**src/logic/sld_pkg.sv**
```systemverilog
/*
  Constants and helpers for load diagnostics.
  Assumes 32-bit APB and a 10 MHz pclk.
*/
// Operation
// DC diagnostics on after reset; a control bit bypasses them.
// Leaving high impedance for mute or play runs DC diagnostics.
// Software may start DC diagnostics on any channels; others keep playing.
// A playing channel ramps down to high impedance before testing.
// DC diagnostics need only valid supplies, no audio clocks.
// DC results are stored per channel in readable status.
// DC tests: short to supply, short to ground, open load, shorted load.
// Each channel has its own shorted-load threshold and compare.
// After open load, line-output check runs only if its enable is set.
// Host mutes any external amplifier before the line-output check.
// Host sets channels high impedance and clears loopback before AC test.
// Host supplies full-scale tone, 10-20 kHz, one channel at a time.
// AC test tone ramps up and down automatically.
// Setting AC enable bits 3:0 starts impedance and phase measurement.
// AC impedance results read back at indices 0x17 to 0x1A.
// AC test completion returns channel to high impedance, shown in status.
// Loopback select bit switches AC test to loopback delay mode.
// In loopback, bit 3 drives channel 1 loop, bit 1 channel 3 loop.
// Loopback phase result read back at indices 0x1B and 0x1C.
// Host clears paired-bridge bits 5:4 for loopback, then restores them.
// AC request on a channel not in high impedance is ignored.
package sld_pkg;

  localparam int CHANNELS = 4;
  localparam int ADDR_W   = 10;
  localparam int DATA_W   = 32;
  localparam int MEAS_W   = 16;
  localparam int THR_W    = 8;
  localparam int GAIN_W   = 8;
  localparam int CNT_W    = 16;
  localparam int RES_W    = 5;

  // Register indices; byte address = 4 * index
  localparam logic [7:0] IDX_PAIR      = 8'h00;
  localparam logic [7:0] IDX_CHAN_CMD  = 8'h04;
  localparam logic [7:0] IDX_DC_CTRL   = 8'h08;
  localparam logic [7:0] IDX_SL_THR    = 8'h09;
  localparam logic [7:0] IDX_DC_STAT   = 8'h0A;
  localparam logic [7:0] IDX_CHAN_STAT = 8'h0B;
  localparam logic [7:0] IDX_AC_EN     = 8'h15;
  localparam logic [7:0] IDX_AC_CFG    = 8'h16;
  localparam logic [7:0] IDX_AC_IMP0   = 8'h17;
  localparam logic [7:0] IDX_AC_IMP3   = 8'h1A;
  localparam logic [7:0] IDX_AC_PH0    = 8'h1B;
  localparam logic [7:0] IDX_AC_PH1    = 8'h1C;

  // Field positions
  localparam int PAIR12_BIT    = 5;
  localparam int PAIR34_BIT    = 4;
  localparam int DC_BYPASS_BIT = 0;
  localparam int LINE_DET_BIT  = 1;
  localparam int DC_MAN_LSB    = 4;
  localparam int LOOPBACK_BIT  = 7;
  localparam int SUPPLY_OK_BIT = 12;
  localparam int RES_S2P  = 0;
  localparam int RES_S2G  = 1;
  localparam int RES_OL   = 2;
  localparam int RES_SL   = 3;
  localparam int RES_LINE = 4;

  // Reset values
  localparam logic [THR_W-1:0] SL_THR_RST = 8'h10;
  localparam logic [1:0]       CMD_RST    = 2'h0;

  // Channel states
  localparam logic [2:0] CH_HIZ  = 3'h0;
  localparam logic [2:0] CH_MUTE = 3'h1;
  localparam logic [2:0] CH_PLAY = 3'h2;
  localparam logic [2:0] CH_RAMP = 3'h3;
  localparam logic [2:0] CH_DC   = 3'h4;
  localparam logic [2:0] CH_AC   = 3'h5;

  // Commanded state codes
  localparam logic [1:0] CMD_MUTE = 2'h1;
  localparam logic [1:0] CMD_PLAY = 2'h2;

  // Timing
  localparam int CLK_PERIOD_NS  = 100;
  localparam int AUDIO_RAMP_NS  = 10000;
  localparam int TONE_STEP_NS   = 1000;
  localparam logic [CNT_W-1:0] AUDIO_RAMP_CYC =
    CNT_W'((AUDIO_RAMP_NS + CLK_PERIOD_NS - 1) / CLK_PERIOD_NS);
  localparam logic [CNT_W-1:0] TONE_STEP_CYC =
    CNT_W'((TONE_STEP_NS + CLK_PERIOD_NS - 1) / CLK_PERIOD_NS);
  localparam logic [GAIN_W-1:0] GAIN_MAX = 8'hFF;

  typedef enum logic [2:0] {
    T_S2P, T_S2G, T_OL, T_SL, T_LINE
  } sld_test_t;

  typedef enum logic [2:0] {
    SQ_IDLE, SQ_RAMP, SQ_DC, SQ_AC_UP, SQ_AC_MEAS, SQ_AC_DOWN
  } sld_seq_t;

  typedef enum logic [1:0] {
    EN_IDLE, EN_REQ, EN_WAIT, EN_DONE
  } sld_eng_t;

  // Channel to AC enable bit: channel 1 sits at bit 3
  function automatic int ac_bit(input int ch);
    return CHANNELS - 1 - ch;
  endfunction : ac_bit

  // Lowest set channel of a mask
  function automatic logic [1:0] lowest_ch(input logic [CHANNELS-1:0] m);
    logic [1:0] r;
    r = 2'h0;
    for (int i = CHANNELS - 1; i >= 0; i--) begin
      if (m[i]) begin
        r = 2'(i);
      end
    end
    return r;
  endfunction : lowest_ch

  function automatic logic [2:0] cmd_state(input logic [1:0] cmd);
    logic [2:0] r;
    r = CH_HIZ;
    if (cmd == CMD_MUTE) begin
      r = CH_MUTE;
    end else if (cmd == CMD_PLAY) begin
      r = CH_PLAY;
    end
    return r;
  endfunction : cmd_state

endpackage : sld_pkg

```
**src/logic/sld_dc_if.sv**
```systemverilog
/*
  Sequencer to DC engine handshake.
  Assumes one shared pclk.
*/
interface sld_dc_if;
  import sld_pkg::*;
  logic                    start;
  logic [1:0]              chan;
  logic [THR_W-1:0]        thr;
  logic                    line_en;
  logic                    done;
  logic [RES_W-1:0]        result;

  modport ctrl (output start, chan, thr, line_en, input done, result);
  modport eng  (input start, chan, thr, line_en, output done, result);
endinterface : sld_dc_if

```
**src/logic/sld_dc_engine.sv**
```systemverilog
/*
  DC test engine: runs one channel's checks.
  Assumes the front end answers every request once.
*/
module sld_dc_engine (
  input  wire logic                     pclk,
  input  wire logic                     presetn,
  input  wire logic                     clk_en,
  sld_dc_if.eng                         dc,
  input  wire logic                     meas_done,
  input  wire logic                     meas_flag,
  input  wire logic [sld_pkg::MEAS_W-1:0] meas_value,
  output logic                          meas_req,
  output sld_pkg::sld_test_t            meas_kind,
  output logic [1:0]                    meas_chan
);
  import sld_pkg::*;

  sld_eng_t          st_q, st_d;
  sld_test_t         test_q, test_d;
  logic [1:0]        chan_q, chan_d;
  logic [THR_W-1:0]  thr_q, thr_d;
  logic              line_q, line_d;
  logic [RES_W-1:0]  res_q, res_d;
  logic              req_q, req_d;
  logic              done_q, done_d;

  always_comb begin
    st_d   = st_q;
    test_d = test_q;
    chan_d = chan_q;
    thr_d  = thr_q;
    line_d = line_q;
    res_d  = res_q;
    req_d  = 1'b0;
    done_d = 1'b0;
    unique case (st_q)
      EN_IDLE: begin
        if (dc.start) begin
          chan_d = dc.chan;
          thr_d  = dc.thr;
          line_d = dc.line_en;
          res_d  = '0;
          test_d = T_S2P;
          st_d   = EN_REQ;
        end
      end
      EN_REQ: begin
        req_d = 1'b1;
        st_d  = EN_WAIT;
      end
      EN_WAIT: begin
        if (meas_done) begin
          if (test_q == T_SL) begin
            res_d[RES_SL] = meas_value < {8'h00, thr_q};
          end else begin
            res_d[int'(test_q)] = meas_flag;
          end
          st_d = EN_REQ;
          unique case (test_q)
            T_S2P: test_d = T_S2G;
            T_S2G: test_d = T_OL;
            T_OL:  test_d = T_SL;
            T_SL: begin
              if (res_d[RES_OL] && line_q) begin
                test_d = T_LINE;
              end else begin
                st_d = EN_DONE;
              end
            end
            T_LINE: st_d = EN_DONE;
          endcase
        end
      end
      EN_DONE: begin
        done_d = 1'b1;
        st_d   = EN_IDLE;
      end
    endcase
  end

  always_ff @(posedge pclk or negedge presetn) begin
    if (!presetn) begin
      st_q   <= EN_IDLE;
      test_q <= T_S2P;
      {chan_q, thr_q, line_q, res_q, req_q, done_q} <= '0;
    end else if (clk_en) begin
      st_q   <= st_d;
      test_q <= test_d;
      chan_q <= chan_d;
      thr_q  <= thr_d;
      line_q <= line_d;
      res_q  <= res_d;
      req_q  <= req_d;
      done_q <= done_d;
    end
  end

  assign dc.done   = done_q;
  assign dc.result = res_q;
  assign meas_req  = req_q;
  assign meas_kind = test_q;
  assign meas_chan = chan_q;

endmodule : sld_dc_engine

```
**src/logic/sld_diag_top.sv**
```systemverilog
/*
  Load diagnostics with APB registers, DC and AC
  test sequencing.
  Assumes a front end that answers each request and
  a power stage that follows chan_state.
*/
module sld_diag_top (
  input  wire logic                             pclk,
  input  wire logic                             presetn,
  input  wire logic                             clk_en,
  input  wire logic                             psel,
  input  wire logic                             penable,
  input  wire logic                             pwrite,
  input  wire logic [sld_pkg::ADDR_W-1:0]       paddr,
  input  wire logic [sld_pkg::DATA_W-1:0]       pwdata,
  output logic      [sld_pkg::DATA_W-1:0]       prdata,
  output logic                                  pready,
  output logic                                  pslverr,
  input  wire logic                             supply_ok,
  output logic                                  meas_req,
  output sld_pkg::sld_test_t                    meas_kind,
  output logic      [1:0]                       meas_chan,
  input  wire logic                             meas_done,
  input  wire logic                             meas_flag,
  input  wire logic [sld_pkg::MEAS_W-1:0]       meas_value,
  output logic                                  ac_req,
  output logic      [1:0]                       ac_chan,
  output logic                                  ac_loopback_select,
  input  wire logic                             ac_done,
  input  wire logic [sld_pkg::MEAS_W-1:0]       ac_value,
  output logic      [sld_pkg::GAIN_W-1:0]       tone_gain,
  output logic      [3*sld_pkg::CHANNELS-1:0]   chan_state,
  output logic                                  pair12_parallel_select,
  output logic                                  pair34_parallel_select
);
  import sld_pkg::*;

  sld_dc_if dcif ();

  // Bus handshake state
  logic               pready_q, pready_d;
  logic               pslverr_q, pslverr_d;
  logic [DATA_W-1:0]  prdata_q, prdata_d;
  logic [DATA_W-1:0]  rd_data;
  logic               rd_hit;
  logic [7:0]         idx;
  logic               acc, wr_en;

  // Control and status state
  logic [1:0]                         pair_q, pair_d;
  logic                               bypass_q, bypass_d;
  logic                               line_en_q, line_en_d;
  logic                               loop_q, loop_d;
  logic [CHANNELS-1:0][1:0]           cmd_q, cmd_d;
  logic [CHANNELS-1:0][2:0]           chan_q, chan_d;
  logic [CHANNELS-1:0][THR_W-1:0]     thr_q, thr_d;
  logic [CHANNELS-1:0][RES_W-1:0]     res_q, res_d;
  logic [CHANNELS-1:0][MEAS_W-1:0]    imp_q, imp_d;
  logic [1:0][MEAS_W-1:0]             ph_q, ph_d;
  logic [CHANNELS-1:0]                dc_pend_q, dc_pend_d;
  logic [CHANNELS-1:0]                ac_pend_q, ac_pend_d;
  sld_seq_t                           seq_q, seq_d;
  logic [1:0]                         cur_q, cur_d;
  logic [CNT_W-1:0]                   cnt_q, cnt_d;
  logic [GAIN_W-1:0]                  gain_q, gain_d;
  logic                               dc_start_q, dc_start_d;
  logic                               ac_req_q, ac_req_d;

  assign idx   = paddr[ADDR_W-1:2];
  assign acc   = psel & penable & ~pready_q;
  assign wr_en = psel & penable & pready_q & pwrite;

  // Read mux
  always_comb begin
    rd_data = '0;
    rd_hit  = 1'b1;
    if (idx == IDX_PAIR) begin
      rd_data[PAIR12_BIT] = pair_q[1];
      rd_data[PAIR34_BIT] = pair_q[0];
    end else if (idx == IDX_CHAN_CMD) begin
      for (int c = 0; c < CHANNELS; c++) begin
        rd_data[2*c +: 2] = cmd_q[c];
      end
    end else if (idx == IDX_DC_CTRL) begin
      rd_data[DC_BYPASS_BIT] = bypass_q;
      rd_data[LINE_DET_BIT]  = line_en_q;
      rd_data[DC_MAN_LSB +: CHANNELS] = dc_pend_q;
    end else if (idx == IDX_SL_THR) begin
      rd_data = thr_q;
    end else if (idx == IDX_DC_STAT) begin
      for (int c = 0; c < CHANNELS; c++) begin
        rd_data[8*c +: RES_W] = res_q[c];
      end
    end else if (idx == IDX_CHAN_STAT) begin
      rd_data[3*CHANNELS-1:0] = chan_q;
      rd_data[SUPPLY_OK_BIT]  = supply_ok;
    end else if (idx == IDX_AC_EN) begin
      for (int c = 0; c < CHANNELS; c++) begin
        rd_data[ac_bit(c)] = ac_pend_q[c] | (chan_q[c] == CH_AC);
      end
    end else if (idx == IDX_AC_CFG) begin
      rd_data[LOOPBACK_BIT] = loop_q;
    end else if (idx >= IDX_AC_IMP0 && idx <= IDX_AC_IMP3) begin
      rd_data[MEAS_W-1:0] = imp_q[2'(idx - IDX_AC_IMP0)];
    end else if (idx == IDX_AC_PH0) begin
      rd_data[MEAS_W-1:0] = ph_q[0];
    end else if (idx == IDX_AC_PH1) begin
      rd_data[MEAS_W-1:0] = ph_q[1];
    end else begin
      rd_hit = 1'b0;
    end
  end

  // One wait state
  always_comb begin
    pready_d  = acc;
    pslverr_d = acc & ~rd_hit;
    prdata_d  = prdata_q;
    if (acc && !pwrite) begin
      prdata_d = rd_data;
    end
  end

  always_ff @(posedge pclk or negedge presetn) begin
    if (!presetn) begin
      pready_q  <= 1'b0;
      pslverr_q <= 1'b0;
      prdata_q  <= '0;
    end else if (clk_en) begin
      pready_q  <= pready_d;
      pslverr_q <= pslverr_d;
      prdata_q  <= prdata_d;
    end
  end

  // Sequencer and registers
  always_comb begin
    pair_d     = pair_q;
    bypass_d   = bypass_q;
    line_en_d  = line_en_q;
    loop_d     = loop_q;
    cmd_d      = cmd_q;
    chan_d     = chan_q;
    thr_d      = thr_q;
    res_d      = res_q;
    imp_d      = imp_q;
    ph_d       = ph_q;
    dc_pend_d  = dc_pend_q;
    ac_pend_d  = ac_pend_q;
    seq_d      = seq_q;
    cur_d      = cur_q;
    cnt_d      = cnt_q;
    gain_d     = gain_q;
    dc_start_d = 1'b0;
    ac_req_d   = 1'b0;

    unique case (seq_q)
      SQ_IDLE: begin
        if (supply_ok && dc_pend_q != '0) begin
          cur_d = lowest_ch(dc_pend_q);
          dc_pend_d[cur_d] = 1'b0;
          if (chan_q[cur_d] == CH_PLAY) begin
            chan_d[cur_d] = CH_RAMP;
            cnt_d = AUDIO_RAMP_CYC;
            seq_d = SQ_RAMP;
          end else begin
            chan_d[cur_d] = CH_DC;
            dc_start_d = 1'b1;
            seq_d = SQ_DC;
          end
        end else if (ac_pend_q != '0) begin
          cur_d = lowest_ch(ac_pend_q);
          ac_pend_d[cur_d] = 1'b0;
          chan_d[cur_d] = CH_AC;
          gain_d = '0;
          cnt_d = TONE_STEP_CYC;
          seq_d = SQ_AC_UP;
        end
      end
      SQ_RAMP: begin
        if (cnt_q != '0) begin
          cnt_d = cnt_q - 1'b1;
        end else begin
          chan_d[cur_q] = CH_DC;
          dc_start_d = 1'b1;
          seq_d = SQ_DC;
        end
      end
      SQ_DC: begin
        if (dcif.done) begin
          res_d[cur_q] = dcif.result;
          if (dcif.result[RES_SL:RES_S2P] != '0) begin
            chan_d[cur_q] = CH_HIZ;
          end else begin
            chan_d[cur_q] = cmd_state(cmd_q[cur_q]);
          end
          seq_d = SQ_IDLE;
        end
      end
      SQ_AC_UP: begin
        if (cnt_q != '0) begin
          cnt_d = cnt_q - 1'b1;
        end else if (gain_q == GAIN_MAX) begin
          ac_req_d = 1'b1;
          seq_d = SQ_AC_MEAS;
        end else begin
          gain_d = gain_q + 1'b1;
          cnt_d = TONE_STEP_CYC;
        end
      end
      SQ_AC_MEAS: begin
        if (ac_done) begin
          if (loop_q) begin
            ph_d[cur_q[1]] = ac_value;
          end else begin
            imp_d[cur_q] = ac_value;
          end
          cnt_d = TONE_STEP_CYC;
          seq_d = SQ_AC_DOWN;
        end
      end
      SQ_AC_DOWN: begin
        if (cnt_q != '0) begin
          cnt_d = cnt_q - 1'b1;
        end else if (gain_q == '0) begin
          chan_d[cur_q] = CH_HIZ;
          seq_d = SQ_IDLE;
        end else begin
          gain_d = gain_q - 1'b1;
          cnt_d = TONE_STEP_CYC;
        end
      end
    endcase

    // Writes last: a set beats a same-cycle clear
    if (wr_en) begin
      if (idx == IDX_PAIR) begin
        pair_d = {pwdata[PAIR12_BIT], pwdata[PAIR34_BIT]};
      end else if (idx == IDX_CHAN_CMD) begin
        for (int c = 0; c < CHANNELS; c++) begin
          cmd_d[c] = pwdata[2*c +: 2];
          if (chan_d[c] == chan_q[c]) begin
            if (chan_q[c] == CH_HIZ
                && cmd_state(pwdata[2*c +: 2]) != CH_HIZ) begin
              if (bypass_q) begin
                chan_d[c] = cmd_state(pwdata[2*c +: 2]);
              end else begin
                dc_pend_d[c] = 1'b1;
              end
            end else if (chan_q[c] == CH_MUTE || chan_q[c] == CH_PLAY) begin
              chan_d[c] = cmd_state(pwdata[2*c +: 2]);
            end
          end
        end
      end else if (idx == IDX_DC_CTRL) begin
        bypass_d  = pwdata[DC_BYPASS_BIT];
        line_en_d = pwdata[LINE_DET_BIT];
        dc_pend_d = dc_pend_d | pwdata[DC_MAN_LSB +: CHANNELS];
      end else if (idx == IDX_SL_THR) begin
        thr_d = pwdata;
      end else if (idx == IDX_AC_EN) begin
        for (int c = 0; c < CHANNELS; c++) begin
          if (pwdata[ac_bit(c)] && chan_q[c] == CH_HIZ
              && (!loop_q || c == 0 || c == 2)) begin
            ac_pend_d[c] = 1'b1;
          end
        end
      end else if (idx == IDX_AC_CFG) begin
        loop_d = pwdata[LOOPBACK_BIT];
      end
    end
  end

  always_ff @(posedge pclk or negedge presetn) begin
    if (!presetn) begin
      pair_q     <= '0;
      bypass_q   <= 1'b0;
      line_en_q  <= 1'b0;
      loop_q     <= 1'b0;
      cmd_q      <= {CHANNELS{CMD_RST}};
      chan_q     <= {CHANNELS{CH_HIZ}};
      thr_q      <= {CHANNELS{SL_THR_RST}};
      res_q      <= '0;
      imp_q      <= '0;
      ph_q       <= '0;
      dc_pend_q  <= '0;
      ac_pend_q  <= '0;
      seq_q      <= SQ_IDLE;
      cur_q      <= 2'h0;
      cnt_q      <= '0;
      gain_q     <= '0;
      dc_start_q <= 1'b0;
      ac_req_q   <= 1'b0;
    end else if (clk_en) begin
      pair_q     <= pair_d;
      bypass_q   <= bypass_d;
      line_en_q  <= line_en_d;
      loop_q     <= loop_d;
      cmd_q      <= cmd_d;
      chan_q     <= chan_d;
      thr_q      <= thr_d;
      res_q      <= res_d;
      imp_q      <= imp_d;
      ph_q       <= ph_d;
      dc_pend_q  <= dc_pend_d;
      ac_pend_q  <= ac_pend_d;
      seq_q      <= seq_d;
      cur_q      <= cur_d;
      cnt_q      <= cnt_d;
      gain_q     <= gain_d;
      dc_start_q <= dc_start_d;
      ac_req_q   <= ac_req_d;
    end
  end

  assign dcif.start   = dc_start_q;
  assign dcif.chan    = cur_q;
  assign dcif.thr     = thr_q[cur_q];
  assign dcif.line_en = line_en_q;

  sld_dc_engine u_engine (
    .pclk       (pclk),
    .presetn    (presetn),
    .clk_en     (clk_en),
    .dc         (dcif),
    .meas_done  (meas_done),
    .meas_flag  (meas_flag),
    .meas_value (meas_value),
    .meas_req   (meas_req),
    .meas_kind  (meas_kind),
    .meas_chan  (meas_chan)
  );

  assign prdata                 = prdata_q;
  assign pready                 = pready_q;
  assign pslverr                = pslverr_q;
  assign ac_req                 = ac_req_q;
  assign ac_chan                = cur_q;
  assign ac_loopback_select     = loop_q;
  assign tone_gain              = gain_q;
  assign chan_state             = chan_q;
  assign pair12_parallel_select = pair_q[1];
  assign pair34_parallel_select = pair_q[0];

endmodule : sld_diag_top

```
**config.mk**
```make
export PLATFORM = sky130hd
export DESIGN_NAME = sld_diag_top
export DESIGN_NICKNAME = d
export VERILOG_FILES = /design/src/logic/sld_pkg.sv /design/src/logic/sld_dc_if.sv /design/src/logic/sld_dc_engine.sv /design/src/logic/sld_diag_top.sv
export SDC_FILE = /design/constraint.sdc
export NUM_CORES = 1
export LEC_CHECK = 0
export BUFFER_PORTS_ARGS = -buffer_cell sky130_fd_sc_hd__buf_2
export CAP_MARGIN = 30
export CORE_MARGIN = 2
export CORE_UTILIZATION = 35
export DETAILED_ROUTE_END_ITERATION = 12
export PLACE_DENSITY = 0.63
export SETUP_SLACK_MARGIN = 0.15
export SYNTH_ARGS = -nofsm -noshare
export SYNTH_HDL_FRONTEND = slang
export SYNTH_HIERARCHICAL = 1
export SYNTH_SLANG_ARGS = --single-unit
export TNS_END_PERCENT = 20
```
**constraint.sdc**
```tcl
create_clock -name pclk -period 3.2 [get_ports pclk]
set_input_delay 0.16 -clock pclk [delete_from_list [all_inputs] [get_ports pclk]]
set_output_delay 0.16 -clock pclk [all_outputs]
set_load 0.02 [all_outputs]
```
==> flow_summary.toml <==
[global_routing]
grt_pass1_vias = 12400
grt_use_total = 0.215
grt_use_met3 = 0.0418
use_met2 = 0.347
grt_max_degree = 102
grt_pass1_wl_mm = 73.4
grt.busiest_layer = "met2"
grt_overflow_total = 0
antenna_found_initial = 2
grt_use_met1 = 0.294

[drt]
wl_mm = 47.6
dr.pass1.iters = 6
first_iter_violations = 1081
via_per_inst = 5.76
detail-route-antenna-nets = 0
vias = 12600
wl_per_cell_um = 21.8
drc = 0

[clock_tree]
htreeDepth = 1
cts_tree = "built"
clkLatencyLatePin_ns = 0.59
cts_buffer_depth = 3
clock-root-buffer = "clkbuf_16"
numCtsBuffers = 31
path_clk_slew_ns = 0.06
cts.sinks = 269

[layout]
final_cells = 2180
mostFrequentLayoutCell = "dfrtp_1"
fill_cells = 3968
utilization = 0.440
regArea_um2 = 6740
areaGrowthSynthToFinish_pct = 23.6
final_cell_mix = "dfrtp_1 (261), mux2_2 (165), buf_2 (146), nand2_1 (107), nor2_1 (87)"
nets = 1736
fin_area_um2 = 18100
drive_above_1_share = 0.315
multi_input_area_um2 = 7470

[timing]
finalCritPeriodShare = 0.930
relSlewSlack = 0.413
hold_viol = 0
setup_tns_ns = 0
slew_violations = 0
period_minus_slack_ns = 2.97
fmax_mhz = 336
worst_slew_pin_slew_ns = 0.880
finalClockSkew_ns = 0.0176
setup_viol = 0
rsz0062_at_grt = "true"

[synthesis]
yosysSeqAreaShare = 0.460
ys.flop_type = "dfrtp_1"
synth.distinct_cells = 86
synth.avg_cell_area_um2 = 10.6
synth-edff-count = 0
synth_area_um2 = 14700
syn_nets = 1497
async_flop_share = 1.00
yosysTopAreaCell = "dfrtp_1"
netlist_instances = 1385
ys_ff_latch = 269
synth_area_leaders = "dfrtp_1 (45%), mux2_2 (13%), mux4_2 (4.0%), nand2_1 (2.7%), o21ai_0 (2.6%)"
yosys_warnings = 6
synth_top_area_share = 0.452

[power_and_ir_drop]
swShare = 0.360
p_leak_nw = 8.54
power.internal_w = 0.00779
comb_power_share = 0.342
switching_power_w = 0.00439
vdd.ir_drop.worst_mv = 0.511
seq_power_share = 0.348
cellPowerDensity_nw_per_um2 = 672
clkPwrFrac = 0.310
p_total_w = 0.0122

[die]
die_h_um = 209
boundaryPins = 150
design.core.area_um2 = 41100
die-width_um = 209
fp.dieArea_um2 = 43500
rows = 74
initial_core_util = 0.356

[placement]
place_area_um2 = 16400
hpwlAfterDp_mm = 34.4
post-place-cells = 2066
gp_congestion = 0.922
io_buffers = 147

[worst_setup_path]
crit_path_max_fanout = 4
rr_startpoint = "cnt_q[9]"
reg2reg_slack_ns = 0.23
cp.arrival_ns = 3.46
reg2reg_to = "chan_state[7]"
crit_path_end = "chan_state[7]"
reg2reg_depth = 9
critPathLaunch = "cnt_q[9]"
worstPathRequired_ns = 3.68
crit_path_start_kind = "flop"
crit_type = "flop to flop"
cp-end-kind = "flop"

[run]
maxCapViolations = 0

[run_status]
run_status = "finished, final reports clean"

[hold_path]
hp-class = "input port to flop"
==> power by group through the flow <==
stage	registers [W]	clock network (W)	logic, W
2_1_floorplan	0.00436	0	0.00243
4_1_cts	0.00423	0.00385	0.00406
3_5_place_dp	0.00429	0	0.00397
5_1_grt	0.00430	0.00399	0.00456
6_report	0.00423	0.00377	0.00417
3_3_place_gp	0.00426	0	0.00392
==> kinds of logic (layout without fill, tap and decap cells) <==
logic type,Yosys count,count (layout),share of synthesized area
buf+inv,130,392,0.0347
simple gates,402,402,0.140
fa+ha+maj,29,29,0.0251
mux,197,197,0.171
other cells,0,1,0
compound gates,347,347,0.163
xor+xnor,11,11,0.00657
flops,269,269,0.460
==> worst min-delay path by stage <==
stage / from / endpoint / slack (ns) / cells past startpoint
3_5_place_dp: presetn / tone_gain[6] / 0.30 / 1
6_report: pwdata[5] / thr_q[5] / 0.04 / 2
5_1_grt: pwdata[5] / pair_q[1] / 0.02 / 2
3_3_place_gp: presetn / tone_gain[5] / 0.29 / 1
2_1_floorplan: presetn / ac_chan[0] / -0.14 / 0
4_1_cts: pwdata[5] / thr_q[5] / 0.01 / 2
==> cells in the mapped netlist (6+ instances only) <==
| cell type | number |
|---|---|
| a211o_1 | 6 |
| a21o_1 | 17 |
| a21oi_1 | 62 |
| a221oi_1 | 11 |
| a222oi_1 | 11 |
| a22o_1 | 13 |
| a22oi_1 | 25 |
| a31oi_1 | 13 |
| and3_1 | 12 |
| clkbuf_1 | 72 |
| dfrtp_1 | 265 |
| ha_1 | 27 |
| inv_1 | 50 |
| mux2_2 | 165 |
| mux2i_1 | 6 |
| mux4_2 | 26 |
| nand2_1 | 107 |
| nand2b_1 | 19 |
| nand3_1 | 32 |
| nand4_1 | 7 |
| nor2_1 | 87 |
| nor2b_1 | 21 |
| nor3_1 | 43 |
| nor4_1 | 12 |
| o211ai_1 | 10 |
| o21a_1 | 8 |
| o21ai_0 | 77 |
| o21ai_1 | 8 |
| o221ai_1 | 6 |
| o22ai_1 | 10 |
| o31ai_1 | 11 |
| o41ai_1 | 6 |
| or3_1 | 10 |
| or4_1 | 7 |
| xor2_1 | 6 |
==> state kept, by name, indices dropped and copies added, names as in the netlist, 3 cells and up <==
signal	cells
cnt_q	16
tone_gain	8
seq_q	3
res_q	20
imp_q	64
ph_q	32
prdata	32
u_engine/thr_q	8
u_engine/meas_kind	3
u_engine/dc.result	5
thr_q	32
dc_pend_q	4
chan_state	12
cmd_q	8
ac_pend_q	4
==> worst max-delay path, cell delays in order, from the launching register on <==
cell and delay (ns):
dfrtp_1 0.40, or4_4 0.57, or4_4 0.45, nor3_2 0.22
o21a_1 0.23, o21ai_1 0.11, or3b_1 0.43, nand4b_1 0.18
nor2_1 0.07, a211o_1 0.22
==> per-layer routing <==
layer | vias to the layer above | part of all wire
met1 | 6291 | 0.44
met2 | 485 | 0.46
li1 | 5676 | -
met5 | - | 0.00023
met4 | 2 | 0.029
met3 | 103 | 0.069
==> area by class of cell <==
| cell class | instances | share of cell area |
|---|---|---|
| Tap cell | 532 | 0.0368 |
| Antenna cell | 1 | 0.000138 |
| Clock buffer | 42 | 0.0473 |
| Inverter | 50 | 0.0104 |
| Sequential cell | 269 | 0.372 |
| Multi-Input combinational cell | 986 | 0.412 |
| Timing Repair Buffer | 286 | 0.108 |
| Clock inverter | 14 | 0.0123 |
==> timing repair <==
item	CTS	global route
resized for setup	2	13
buffers inserted	0	8
endpoints found under the hold margin	239	0
hold buffers	49	0
pin swaps	0	4
setup endpoints to repair	1	13
==> through the flow <==
stage                     hold WS (ns)  worst slack, ns
after global routing            0.0166            0.107
after global placement           0.289            0.166
after CTS                      0.00988            0.156
after detailed placement         0.299           0.0944
after floorplan                 -0.136            0.240
final                           0.0406            0.225
Power figures use the tool's default switching activity.
